$ cat config.mk
export PLATFORM = sky130hd
export DESIGN_NAME = sbw_core
export DESIGN_NICKNAME = d
export VERILOG_FILES = /design/src/common/sbw_pkg.sv /design/src/core/sbw_core.sv
export SDC_FILE = /design/constraint.sdc
export NUM_CORES = 1
export LEC_CHECK = 0
export ABC_AREA = 1
export BUFFER_PORTS_ARGS = -buffer_cell sky130_fd_sc_hd__buf_4
export CAP_MARGIN = 20
export CELL_PAD_IN_SITES_DETAIL_PLACEMENT = 0
export CELL_PAD_IN_SITES_GLOBAL_PLACEMENT = 2
export CORE_UTILIZATION = 24
export DETAILED_ROUTE_END_ITERATION = 7
export PLACE_DENSITY = 0.85
export SETUP_SLACK_MARGIN = 0.3
export SLEW_MARGIN = 20
export SYNTH_ARGS = -nofsm -noshare
export SYNTH_HDL_FRONTEND = slang
export SYNTH_SLANG_ARGS = --single-unit
$ cat constraint.sdc
create_clock -name aclk -period 1.3 [get_ports aclk]
set_input_delay 0.26 -clock aclk [delete_from_list [all_inputs] [get_ports aclk]]
set_output_delay 0.26 -clock aclk [all_outputs]
set_load 0.1 [all_outputs]
$ cat src/common/sbw_pkg.sv
// constants, types and field layout of the spi buffer status / wake block
package sbw_pkg;
    localparam int ADDR_W = 8;
    localparam logic [7:0] OFF_BUFCTL = 8'h38;
    localparam logic [7:0] OFF_BUFSTS = 8'h3c;
    localparam logic [7:0] OFF_WKCTL = 8'h54;
    localparam logic [7:0] OFF_WKSTS = 8'h58;
    localparam logic [7:0] OFF_IRQMSK = 8'h60;
    // status fields
    localparam int B_RX_BUFFER_EMPTY = 0;
    localparam int B_RX_BUFFER_FULL = 1;
    localparam int B_RXOV = 3;
    localparam int B_TX_BUFFER_EMPTY = 8;
    localparam int B_TX_BUFFER_FULL = 9;
    localparam int B_TXUDR = 11;
    // buffer control fields
    localparam int B_UDRIEN = 6;
    localparam int B_OVIEN = 14;
    // wake control and status fields
    localparam int B_WAKE_FUNCTION_ENABLE = 0;
    localparam int B_WKADDR = 1;
    localparam int B_POWERDOWN_BLOCKING_OPTION = 2;
    localparam int B_WKF = 0;
    localparam logic [31:0] RST_BUFSTS = 32'h0000_0101;
    localparam logic [31:0] RST_ZERO = 32'h0000_0000;
    localparam logic [1:0] RESP_OKAY = 2'h0;
    localparam logic [1:0] RESP_SLVERR = 2'h2;
    typedef enum logic [2:0] {
        PD_RUN = 3'h1,
        PD_HOLD = 3'h2,
        PD_DOWN = 3'h4
    } sbw_pd_t;
endpackage

$ cat src/core/sbw_core.sv
// spi buffer status, wake-up control and axi4-lite register slave
//
// The AXI4-Lite interface to the registers was chosen for this implementation.
`timescale 1ns/1ps
module sbw_core import sbw_pkg::*; (
    input wire logic aclk,
    input wire logic aresetn,
    input wire logic [ADDR_W-1:0] awaddr,
    input wire logic awvalid,
    output logic awready,
    input wire logic [31:0] wdata,
    input wire logic [3:0] wstrb,
    input wire logic wvalid,
    output logic wready,
    output logic [1:0] bresp,
    output logic bvalid,
    input wire logic bready,
    input wire logic [ADDR_W-1:0] araddr,
    input wire logic arvalid,
    output logic arready,
    output logic [31:0] rdata,
    output logic [1:0] rresp,
    output logic rvalid,
    input wire logic rready,
    input wire logic tx_buffer_full,
    input wire logic tx_buffer_empty,
    input wire logic rx_buffer_full,
    input wire logic rx_buffer_empty,
    input wire logic rx_done,
    input wire logic slave_tx_slot,
    input wire logic xfer_active,
    input wire logic pd_request,
    input wire logic data_toggle,
    input wire logic addr_match,
    output logic underrun_irq,
    output logic overrun_irq,
    output logic irq,
    output logic xfer_abort,
    output logic powerdown,
    output logic idle_mode,
    output logic wake_req
);
    // axi write path state
    logic aw_got_q, aw_got_d, w_got_q, w_got_d;
    logic [ADDR_W-1:0] waddr_q, waddr_d;
    logic [31:0] wdata_q, wdata_d, wmask_q, wmask_d;
    logic awready_q, awready_d, wready_q, wready_d;
    logic bvalid_q, bvalid_d;
    logic [1:0] bresp_q, bresp_d;
    // axi read path state
    logic arready_q, arready_d, rvalid_q, rvalid_d;
    logic [31:0] rdata_q, rdata_d;
    logic [1:0] rresp_q, rresp_d;
    // register contents
    logic udr_q, udr_d, ov_q, ov_d, wkf_q, wkf_d;
    logic tx_buffer_full_q, tx_buffer_full_d, tx_buffer_empty_q, tx_buffer_empty_d;
    logic rx_buffer_full_q, rx_buffer_full_d, rx_buffer_empty_q, rx_buffer_empty_d;
    logic udr_en_q, udr_en_d, ov_en_q, ov_en_d;
    logic wake_function_enable_q, wake_function_enable_d, wkaddr_q, wkaddr_d, powerdown_blocking_option_q, powerdown_blocking_option_d;
    logic msk_udr_q, msk_udr_d, msk_ov_q, msk_ov_d;
    // outputs and power state
    logic udr_irq_q, udr_irq_d, ov_irq_q, ov_irq_d, irq_q, irq_d;
    logic abort_q, abort_d, wake_q, wake_d;
    sbw_pd_t pd_q, pd_d;

    logic aw_take, w_take, ar_take, wr_fire;
    logic wr_bufctl, wr_bufsts, wr_wkctl, wr_wksts, wr_irqmsk;
    logic [31:0] wbits, wclr, sts_word;
    logic wake_hit, ov_event, udr_event;

    assign aw_take = awvalid && awready_q;
    assign w_take = wvalid && wready_q;
    assign ar_take = arvalid && arready_q;
    // the write lands one cycle after both halves are held
    assign wr_fire = aw_got_q && w_got_q;
    assign wr_bufctl = wr_fire && (waddr_q == OFF_BUFCTL);
    assign wr_bufsts = wr_fire && (waddr_q == OFF_BUFSTS);
    assign wr_wkctl = wr_fire && (waddr_q == OFF_WKCTL);
    assign wr_wksts = wr_fire && (waddr_q == OFF_WKSTS);
    assign wr_irqmsk = wr_fire && (waddr_q == OFF_IRQMSK);
    // merged write value and one-to-clear pattern, lanes honoured
    assign wbits = wdata_q & wmask_q;
    assign wclr = wbits;

    // status word as software sees it
    always_comb begin
        sts_word = RST_ZERO;
        sts_word[B_RX_BUFFER_EMPTY] = rx_buffer_empty_q;
        sts_word[B_RX_BUFFER_FULL] = rx_buffer_full_q;
        sts_word[B_RXOV] = ov_q;
        sts_word[B_TX_BUFFER_EMPTY] = tx_buffer_empty_q;
        sts_word[B_TX_BUFFER_FULL] = tx_buffer_full_q;
        sts_word[B_TXUDR] = udr_q;
    end

    // axi handshake next state; address and data may come in either order
    always_comb begin
        aw_got_d = (aw_got_q || aw_take) && !wr_fire;
        w_got_d = (w_got_q || w_take) && !wr_fire;
        waddr_d = aw_take ? awaddr : waddr_q;
        wdata_d = w_take ? wdata : wdata_q;
        wmask_d = w_take ? {{8{wstrb[3]}}, {8{wstrb[2]}},
                            {8{wstrb[1]}}, {8{wstrb[0]}}} : wmask_q;
        bvalid_d = wr_fire || (bvalid_q && !bready);
        awready_d = !aw_got_d && !bvalid_d;
        wready_d = !w_got_d && !bvalid_d;
        bresp_d = bresp_q;
        if (wr_fire) begin
            bresp_d = (wr_bufctl || wr_bufsts || wr_wkctl || wr_wksts ||
                       wr_irqmsk) ? RESP_OKAY : RESP_SLVERR;
        end
        rvalid_d = ar_take || (rvalid_q && !rready);
        arready_d = !rvalid_d;
        rdata_d = rdata_q;
        rresp_d = rresp_q;
        if (ar_take) begin
            rresp_d = RESP_OKAY;
            rdata_d = RST_ZERO;
            case (araddr)
                OFF_BUFSTS: rdata_d = sts_word;
                OFF_BUFCTL: begin
                    rdata_d[B_UDRIEN] = udr_en_q;
                    rdata_d[B_OVIEN] = ov_en_q;
                end
                OFF_WKCTL: begin
                    rdata_d[B_WAKE_FUNCTION_ENABLE] = wake_function_enable_q;
                    rdata_d[B_WKADDR] = wkaddr_q;
                    rdata_d[B_POWERDOWN_BLOCKING_OPTION] = powerdown_blocking_option_q;
                end
                OFF_WKSTS: rdata_d[B_WKF] = wkf_q;
                OFF_IRQMSK: begin
                    rdata_d[B_TXUDR] = msk_udr_q;
                    rdata_d[B_RXOV] = msk_ov_q;
                end
                default: rresp_d = RESP_SLVERR;
            endcase
        end
    end

    always_ff @(posedge aclk) begin
        if (!aresetn) begin
            aw_got_q <= 1'b0;
            w_got_q <= 1'b0;
            waddr_q <= '0;
            wdata_q <= RST_ZERO;
            wmask_q <= RST_ZERO;
            awready_q <= 1'b0;
            wready_q <= 1'b0;
            bvalid_q <= 1'b0;
            bresp_q <= RESP_OKAY;
            arready_q <= 1'b0;
            rvalid_q <= 1'b0;
            rdata_q <= RST_ZERO;
            rresp_q <= RESP_OKAY;
        end else begin
            aw_got_q <= aw_got_d;
            w_got_q <= w_got_d;
            waddr_q <= waddr_d;
            wdata_q <= wdata_d;
            wmask_q <= wmask_d;
            awready_q <= awready_d;
            wready_q <= wready_d;
            bvalid_q <= bvalid_d;
            bresp_q <= bresp_d;
            arready_q <= arready_d;
            rvalid_q <= rvalid_d;
            rdata_q <= rdata_d;
            rresp_q <= rresp_d;
        end
    end

    assign ov_event = rx_done && rx_buffer_full;
    assign udr_event = slave_tx_slot && tx_buffer_empty;
    assign wake_hit = wkaddr_q ? addr_match : data_toggle;

    // register file and flags next state; a set beats a same-cycle clear
    always_comb begin
        udr_d = udr_event || (udr_q && !(wr_bufsts && wclr[B_TXUDR]));
        ov_d = ov_event || (ov_q && !(wr_bufsts && wclr[B_RXOV]));
        tx_buffer_full_d = tx_buffer_full;
        tx_buffer_empty_d = tx_buffer_empty;
        rx_buffer_full_d = rx_buffer_full;
        rx_buffer_empty_d = rx_buffer_empty;
        udr_en_d = udr_en_q;
        ov_en_d = ov_en_q;
        if (wr_bufctl && wmask_q[B_UDRIEN]) begin
            udr_en_d = wdata_q[B_UDRIEN];
        end
        if (wr_bufctl && wmask_q[B_OVIEN]) begin
            ov_en_d = wdata_q[B_OVIEN];
        end
        wake_function_enable_d = wake_function_enable_q;
        wkaddr_d = wkaddr_q;
        powerdown_blocking_option_d = powerdown_blocking_option_q;
        if (wr_wkctl && wmask_q[B_WAKE_FUNCTION_ENABLE]) begin
            wake_function_enable_d = wdata_q[B_WAKE_FUNCTION_ENABLE];
            wkaddr_d = wdata_q[B_WKADDR];
            powerdown_blocking_option_d = wdata_q[B_POWERDOWN_BLOCKING_OPTION];
        end
        msk_udr_d = msk_udr_q;
        msk_ov_d = msk_ov_q;
        if (wr_irqmsk) begin
            msk_udr_d = wmask_q[B_TXUDR] ? wdata_q[B_TXUDR] : msk_udr_q;
            msk_ov_d = wmask_q[B_RXOV] ? wdata_q[B_RXOV] : msk_ov_q;
        end
    end

    // power-down sequencing; only one request is acted on per state
    always_comb begin
        pd_d = pd_q;
        abort_d = 1'b0;
        wake_d = 1'b0;
        wkf_d = wkf_q && !(wr_wksts && wclr[B_WKF]);
        case (pd_q)
            PD_RUN: begin
                if (pd_request && xfer_active && powerdown_blocking_option_q) begin
                    pd_d = PD_HOLD;
                end else if (pd_request) begin
                    abort_d = xfer_active;
                    pd_d = PD_DOWN;
                end
            end
            PD_HOLD: begin
                if (!xfer_active) begin
                    pd_d = PD_RUN;
                end
            end
            PD_DOWN: begin
                if (wake_function_enable_q && wake_hit) begin
                    wake_d = 1'b1;
                    wkf_d = 1'b1;
                    pd_d = PD_RUN;
                end
            end
            default: pd_d = PD_RUN;
        endcase
        // requests follow flag and enable; mask gates summary line
        udr_irq_d = udr_q && udr_en_q;
        ov_irq_d = ov_q && ov_en_q;
        irq_d = (udr_q && udr_en_q && msk_udr_q) ||
                (ov_q && ov_en_q && msk_ov_q);
    end

    always_ff @(posedge aclk) begin
        if (!aresetn) begin
            // empties read 1 out of reset
            udr_q <= RST_BUFSTS[B_TXUDR];
            ov_q <= RST_BUFSTS[B_RXOV];
            tx_buffer_full_q <= RST_BUFSTS[B_TX_BUFFER_FULL];
            tx_buffer_empty_q <= RST_BUFSTS[B_TX_BUFFER_EMPTY];
            rx_buffer_full_q <= RST_BUFSTS[B_RX_BUFFER_FULL];
            rx_buffer_empty_q <= RST_BUFSTS[B_RX_BUFFER_EMPTY];
            udr_en_q <= 1'b0;
            ov_en_q <= 1'b0;
            wake_function_enable_q <= RST_ZERO[B_WAKE_FUNCTION_ENABLE];
            wkaddr_q <= RST_ZERO[B_WKADDR];
            powerdown_blocking_option_q <= RST_ZERO[B_POWERDOWN_BLOCKING_OPTION];
            wkf_q <= 1'b0;
            msk_udr_q <= 1'b0;
            msk_ov_q <= 1'b0;
            udr_irq_q <= 1'b0;
            ov_irq_q <= 1'b0;
            irq_q <= 1'b0;
            abort_q <= 1'b0;
            wake_q <= 1'b0;
            pd_q <= PD_RUN;
        end else begin
            udr_q <= udr_d;
            ov_q <= ov_d;
            tx_buffer_full_q <= tx_buffer_full_d;
            tx_buffer_empty_q <= tx_buffer_empty_d;
            rx_buffer_full_q <= rx_buffer_full_d;
            rx_buffer_empty_q <= rx_buffer_empty_d;
            udr_en_q <= udr_en_d;
            ov_en_q <= ov_en_d;
            wake_function_enable_q <= wake_function_enable_d;
            wkaddr_q <= wkaddr_d;
            powerdown_blocking_option_q <= powerdown_blocking_option_d;
            wkf_q <= wkf_d;
            msk_udr_q <= msk_udr_d;
            msk_ov_q <= msk_ov_d;
            udr_irq_q <= udr_irq_d;
            ov_irq_q <= ov_irq_d;
            irq_q <= irq_d;
            abort_q <= abort_d;
            wake_q <= wake_d;
            pd_q <= pd_d;
        end
    end

    assign awready = awready_q;
    assign wready = wready_q;
    assign bvalid = bvalid_q;
    assign bresp = bresp_q;
    assign arready = arready_q;
    assign rvalid = rvalid_q;
    assign rdata = rdata_q;
    assign rresp = rresp_q;
    assign underrun_irq = udr_irq_q;
    assign overrun_irq = ov_irq_q;
    assign irq = irq_q;
    assign xfer_abort = abort_q;
    assign powerdown = pd_q[2];
    assign idle_mode = pd_q[1];
    assign wake_req = wake_q;
endmodule

==> metrics, run 1 <==
status=finished clean; count leader, synth=nand2_1; Sequential Power Share=39.4%; clock tree root buffer cell=clkbuf_8; TritonCTS buffer count=9; # placed instances=567; Power Dens Cells=1180 nW/µm²; CTS clock-pin slew for the worst setup and hold paths=70 ps; starting density of the core=25.0%; largest area contributor in the netlist=dfxtp_1; worst vdd ir=0.000502 V; switching power=1740 µW; 1st-iter DRT viols=92; Yosys warning total=0; Synth Area in Compound Gates=8.98%; clock network fraction of total power=33.1%; Die W=106 µm; Residual DRC=0; Seq cells post-synth=57; top cells by area, synth=dfxtp_1, nand2_1, nor2_1, buf_4, inv_1; Rows=37; gpl congestion=0.738; vias in the first global route=2342; Post-Synth XOR/XNOR Area=0%; first-pass GRT wire length=10900 µm; Core Box Area=10400 µm²; Final ANT Viol Nets=0; # fillers=1052; GRT overflow=0; Period Utilization, post-route=94.3%; Comb pwr share=27.5%; final number of hold-violating endpoints=0; Max H-tree Level=3; maximum clock rate=815 MHz; pin count of the biggest net entering global routing=39; Synth Flop Type=dfxtp_1; area post-placement=3320 µm²; Distinct cells, synth=27; n_diodes=0; Post-Layout Cell Count=610; Pre-antenna DRT Iters=4; Crit. End Element=flop; IO Pins=117; Crit path required time=1570 ps; Vias/cell=4.15; initial antenna violation count=0; Worst-Skew Late Latency=340 ps; Post-synth ARST share=0%; area of the die=11300 µm²; Syn Std Cell Area=2600 µm²; WP data arrival=1500 ps; Switching Fraction=35.0%; LEAKAGE=0.00191 µW; design area=4200 µm²; GR Util All Layers=12.4%; synth-to-layout area growth=61.3%; Nets=538; register area share after synthesis=43.8%; CTS tree=done; Setup crit start kind=flop; Max clock buf depth=2; Die H=106 µm; main combinational cell family by area after synthesis=simple AND/OR/NAND/NOR gates; routed vias=2534; Max FO, Critical Path=5; RSZ-0062 raised after global routing=yes; PortBufs=64; synth cell count leaders=nand2_1, nor2_1, dfxtp_1; Routed WL per cell=11.0 µm; layout cells sized above 1=41.6%; synthesized instance count=371; placed wire-length estimate=4770 µm; Setup CP Type=flop to flop; clock sinks=57; Post-synth EDFFs=0; simple logic cell fraction of the synthesized area=31.0%; Util after Layout=40.3%; Storage cell area=1200 µm²; Tmin final=1230 ps; Routed WL=6700 µm; clock skew=7.47 ps; Synth Area in Adders=0%; fraction of synthesized area in multiplexers=0%; # setup viols final=0; syn_area_per_cell=7.02 µm²; MaxCap Viol Count=0; Final Max Slew Viols=0; top cell type's share of synthesized area=43.8%; Multi-input gate area=1370 µm²; internal power=3220 µW; CTS Hold Bufs=0; Hold Crit Class=primary input to flop
## area by class of cell
cell class	instances	share of cell area, %
timing repair inverter	2	0.417
inverter	51	5.21
clock inverter	6	1.37
timing repair buffer	95	24.6
clock buffer	10	3.27
tap	136	4.05
sequential	57	28.6
multi-input combinational	253	32.6
## cells by family (layout without fill, tap and decap cells)
logic type / after synthesis / in the layout
AOI/OAI and AO/OA: 44 / 44
and+or+nand+nor: 184 / 184
buffers and inverters: 85 / 164
DFF: 57 / 57
other: 1 / 25
## stage by stage
step	power [µW]	setup TNS [ps]	hold slack, ps	setup WS (ps)
floorplan	2890	0	358	169
global route	5170	-101	108	-53.6
CTS	4890	0	104	82.1
detailed placement	3060	0	441	28.3
finish	4960	0	117	73.6
global placement	3050	0	438	36.6
## worst max-delay path: stages, from the launching register on
cell	delay [ps]
dfxtp_2	350
inv_2	40
nor2_1	80
nand3_1	150
nor3_4	210
nand2_2	120
nand2_1	70
nand2_1	40
nor2_1	100
## power by group through the flow
stage	Sequential (µW)	Clock [µW]	Combinational [µW]
final	1950	1640	1360
after global routing	1970	1760	1450
after CTS	1950	1690	1250
after detailed placement	1970	0	1090
after global placement	1970	0	1080
after floorplan	2200	0	686
## metal layers
metal,routed length (µm),track usage (%)
met2,3020,19.2
met5,0,0
met1,3120,16.1
met3,434,3.31
met4,125,5.36
## placed cells by master, fill, tap and decap left out, drive strengths merged
| cell | instances |
|---|---|
| buf | 94 |
| nand2 | 72 |
| nor2 | 63 |
| dfxtp | 57 |
| inv | 49 |
| conb | 25 |
| nand3 | 23 |
| o21ai | 21 |
| a21oi | 18 |
| nor3 | 12 |
| clkbuf | 11 |
| clkinv | 7 |
| nand4 | 6 |
| nand3b | 4 |
| or2 | 2 |
| o21bai | 2 |
| clkinvlp | 2 |
| o211ai | 2 |
| a22o | 1 |
| nor4 | 1 |
| and2 | 1 |
| bufinv | 1 |
## timing repair
action,in CTS,in global routing
resized for setup,83,39
cloned,0,2
endpoints found under the setup margin,39,68
pin swaps,15,24
buffers inserted,14,11
## worst paths after layout
kind | from | endpoint | slack [ps] | cells after the start
max | waddr_q[4] | powerdown_blocking_option_q | 70 | 8
min | tx_buffer_full | tx_buffer_full_q | 120 | 3
max reg2reg | waddr_q[4] | powerdown_blocking_option_q | 70 | 8
min reg2reg | tx_buffer_full_q | rdata[9] | 450 | 2
## state kept, by name, indices dropped and copies added (netlist names), 2 cells and up
signal,cells
pd_q,3
rdata,9
waddr_q,8
wdata_q,7
wmask_q,2
(Power assumes the default switching activity.)
==> run 2, diff against run 1 <==
- MAX_ROUTING_LAYER: not set -> met4
==> metrics, run 2 (synthesis gave the netlist of run 1 again) <==
status=finished clean; Setup crit start kind=flop; gpl congestion=0.747; Rows=37; Final ANT Viol Nets=0; Die W=106 µm; area of the die=11300 µm²; # fillers=1052; Setup CP Type=flop to flop; Pre-antenna DRT Iters=4; met3 usage in global routing=3.00%; WP data arrival=1490 ps; RSZ-0062 raised after global routing=yes; final number of hold-violating endpoints=0; reg2reg path depth=8; PortBufs=64; routed vias=2533; # setup viols final=0; met1 Use GR=16.4%; clock tree root buffer cell=clkbuf_8; switching power=1740 µW; hold depth=2; grt met2 use=19.1%; total power=4960 µW; Crit path required time=1570 ps; most common cell after layout, fill and taps aside=nand2_1; # placed instances=567; Multi-input gate area=1370 µm²; Comb pwr share=27.5%; internal power=3220 µW; hold worst-path end=rx_buffer_empty_q; Max H-tree Level=3; HP Start=rx_buffer_empty; layout cells sized above 1=41.6%; Core Box Area=10400 µm²; Nets=538; Residual DRC=0; final worst slack=78.2 ps; GRT overflow=0; max reg flops=9; first-pass GRT wire length=11000 µm; critical path startpoint=waddr_q[4]; Worst-Skew Late Latency=330 ps; Crit. End Element=flop; Routed WL per cell=11.0 µm; MaxCap Viol Count=0; Util after Layout=40.3%; Storage cell area=1200 µm²; most frequent cells in the layout=nand2_1, buf_4, nor2_1; Hold Crit Class=primary input to flop; Power Dens Cells=1180 nW/µm²; Period Utilization, post-route=94.0%; GR Util All Layers=12.8%; reg2reg end=powerdown_blocking_option_q; Vias/cell=4.15; Post-Layout Cell Count=610; Tmin final=1220 ps; CTS clock-pin slew for the worst setup and hold paths=70 ps; initial antenna violation count=0; worst vdd ir=0.000503 V; clock skew=6.99 ps; vias in the first global route=2348; 1st-iter DRT viols=82; CTS tree=done; TritonCTS buffer count=9; synth-to-layout area growth=61.3%; slowest stage cell, crit path=dfxtp_2; pin count of the biggest net entering global routing=39; Sequential Power Share=39.4%; IO Pins=117; Switching Fraction=35.0%; clock network fraction of total power=33.1%; maximum clock rate=818 MHz; LEAKAGE=0.00191 µW; post-place setup slack=28.3 ps; starting density of the core=25.0%; worst path cell trace=inv_2 -> nor2_1 -> nand3_1 -> nor3_4 -> nand2_2 -> nand2_1 -> nand2_1 -> nor2_1; Final TNS setup=0 ps; Worst R2R Setup Slack=80 ps; clock sinks=57; placed wire-length estimate=4770 µm; max incr delay on CP=350 ps; Routed WL=6690 µm; r2r startpoint=waddr_q[4]; Die H=106 µm; GRT busiest layer=met2; Final Max Slew Viols=0; Max FO, Critical Path=5; n_diodes=0; Max clock buf depth=2
==> run 2: cell counts in the layout (fill, tap and decap cells not counted) <==
Identical to the previous run, type by type.
==> run 2: worst max-delay path: cells and delay by family (launching register included) <==
family / cells / cell delay (ps)
simple gates: 7 / 770
flops: 1 / 350
buf+inv: 1 / 40
==> run 2: stage by stage <==
step           hold slack [ps]  instance area [µm²]
2_1_floorplan              358                 2870
3_3_place_gp               438                 3320
3_5_place_dp               441                 3320
4_1_cts                    104                 3960
5_1_grt                    108                 4200
6_report                   118                 4200
==> run 2: final cells by class <==
cell class,instances,share of cell area (%)
flip-flops and latches,57,28.6
multi-input cells,253,32.6
well taps,136,4.05
clock buffers,10,3.27
repair inverters,2,0.417
repair buffers,95,24.6
inverters,51,5.21
clock inverters,6,1.37
==> run 2: worst max-delay path by stage <==
stage,endpoint,slack [ps],cells past startpoint
finish,powerdown_blocking_option_q,80,8
detailed placement,powerdown_blocking_option_q,30,7
floorplan,rdata[14],170,5
global route,powerdown_blocking_option_q,-50,8
global placement,wkaddr_q,40,6
CTS,msk_udr_q,80,7
==> run 2: routing by layer <==
layer	vias up	share of wire [%]
met1	1133	48
li1	1321	-
met5	-	0
met2	69	46
met4	0	1.9
met3	10	4.9
==> run 2: timing repair <==
item                                    in CTS  in global routing
endpoints found under the setup margin      39                 68
resized for setup                           83                 39
gates cloned                                 0                  2
pin swaps                                   15                 24
setup buffers                               14                 11
hold buffers                                 0                  0
==> run 2: power by group through the flow <==
stage	registers, µW	clock network [µW]	logic [µW]
5_1_grt	1970	1760	1450
3_5_place_dp	1970	0	1090
2_1_floorplan	2200	0	686
4_1_cts	1950	1690	1250
6_report	1950	1640	1360
3_3_place_gp	1970	0	1080
==> run 3, diff against run 2 <==
- BUFFER_PORTS_ARGS: -buffer_cell sky130_fd_sc_hd__buf_4 -> -buffer_cell sky130_fd_sc_hd__buf_2
- PLACE_DENSITY: 0.85 -> not set
- PLACE_DENSITY_LB_ADDON: not set -> 0.1
==> metrics, run 3 (synthesis gave the netlist of run 1 again) <==
clock skew=7.86 ps; Tmin final=1260 ps; Die H=106 µm; gpl congestion=0.705; layout cells sized above 1=44.1%; IO Pins=117; r2r startpoint=waddr_q[5]; Core Box Area=10400 µm²; Worst-Skew Late Latency=340 ps; HP Start=tx_buffer_full; GR Util All Layers=13.7%; Pre-antenna DRT Iters=4; CP bufs+invs=1; Vias/cell=4.13; maximum clock rate=796 MHz; Final ANT Viol Nets=0; most frequent cells in the layout=nand2_1, nor2_1, inv_1, buf_2, buf_12; TritonCTS buffer count=9; clock tree root buffer cell=clkbuf_8; Setup CP Type=flop to flop; Power Dens Cells=1210 nW/µm²; vias in the first global route=2417; # setup viols final=0; Final Max Slew Viols=0; routed vias=2551; initial antenna violation count=0; Rows=37; critical path startpoint=waddr_q[5]; Crit. End Element=flop; CTS tree=done; RSZ-0062 raised after global routing=yes; WP data arrival=1490 ps; 1st-iter DRT viols=46; GRT overflow=0; starting density of the core=25.0%; first-pass GRT wire length=11500 µm; reg2reg path depth=7; Residual DRC=0; area post-placement=3530 µm²; Crit path depth=7; most common cell after layout, fill and taps aside=nand2_1; final hold slack=111 ps; area of the die=11300 µm²; worst vdd ir=0.000544 V; max reg flops=9; Routed WL per cell=11.6 µm; Period Utilization, post-route=96.6%; Setup crit start kind=flop; CTS clock-pin slew for the worst setup and hold paths=70 ps; design area=4290 µm²; # fillers=1071; crit-path leading delay family=simple AND/OR/NAND/NOR gates; Hold Crit Class=primary input to flop; Crit path required time=1530 ps; CTS Hold Bufs=0; Max FO, Critical Path=5; Max H-tree Level=3; placed wire-length estimate=5100 µm; Die W=106 µm; LEAKAGE=0.00196 µW; clock sinks=57; Max clock buf depth=2; worst path cell trace=nor2_4 -> nand3_2 -> nor3_4 -> buf_4 -> nand3b_1 -> nand2_1 -> nor2_1; hold depth=3; total power=5170 µW; n_diodes=0; PortBufs=64; slowest stage cell, crit path=dfxtp_4; status=finished clean; Routed WL=7180 µm; MaxCap Viol Count=0; final number of hold-violating endpoints=0; Nets=545; max incr delay on CP=370 ps; pin count of the biggest net entering global routing=27; Util after Layout=41.1%; synth-to-layout area growth=64.5%
==> run 3: cell types whose count changed in the layout (fill, tap and decap cells not counted), sizes merged <==
| cell | previous run | this run |
|---|---|---|
| clkinv | 7 | 5 |
| buf | 94 | 103 |
| inv | 49 | 48 |
| clkbuf | 11 | 12 |
==> run 3: final cells by class <==
cell class	instances	area, µm²	share of cell area, %
clock inverters	4	47.5	1.11
multi-input cells	253	1400	32.8
inverters	51	213	4.96
repair buffers	103	1050	24.5
well taps	136	170	3.97
clock buffers	12	176	4.12
flip-flops and latches	57	1210	28.2
repair inverters	1	16.3	0.380
==> run 3: what timing repair did <==
action                                  CTS  global route
cloned                                    0             1
setup buffers                            11            18
gates resized for setup                  19            56
endpoints found under the setup margin   50            56
pin swaps                                16            28
==> run 3: final timing paths <==
check                                 to  slack, ps
setup / recovery  wake_function_enable_q         40
hold / removal          tx_buffer_full_q        110
setup reg to reg  wake_function_enable_q         40
hold reg to reg                 rdata[9]        460
==> run 3: report_power, final <==
| group | leakage [µW] | internal, µW | total [µW] | switching, µW |
|---|---|---|---|---|
| Clock | 0.000114 | 1100 | 1860 | 759 |
| Sequential | 0.000483 | 1850 | 1950 | 106 |
| Combinational | 0.00136 | 442 | 1360 | 917 |
==> run 3: per-layer routing <==
metal | wire length [µm] | GRT usage [%]
met1 | 3330 | 16.7
met2 | 3400 | 22.0
met3 | 293 | 2.27
met4 | 161 | 6.55
met5 | 0 | -
==> run 3: per-stage QoR <==
| stage | setup WS, ps | setup TNS [ps] | instances |
|---|---|---|---|
| 6_report | 44.1 | 0 | 617 |
| 5_1_grt | -27.1 | -108 | 617 |
| 4_1_cts | 93.6 | 0 | 598 |
| 3_5_place_dp | 29.8 | 0 | 571 |
| 3_3_place_gp | 32.8 | 0 | 571 |
| 2_1_floorplan | 169 | 0 | 395 |
==> run 3: worst register-to-register path: cells and delay by family, from the launching register on <==
family,cells,cell delay [ps]
buf+inv,1,140
simple gates,6,630
flops,1,370
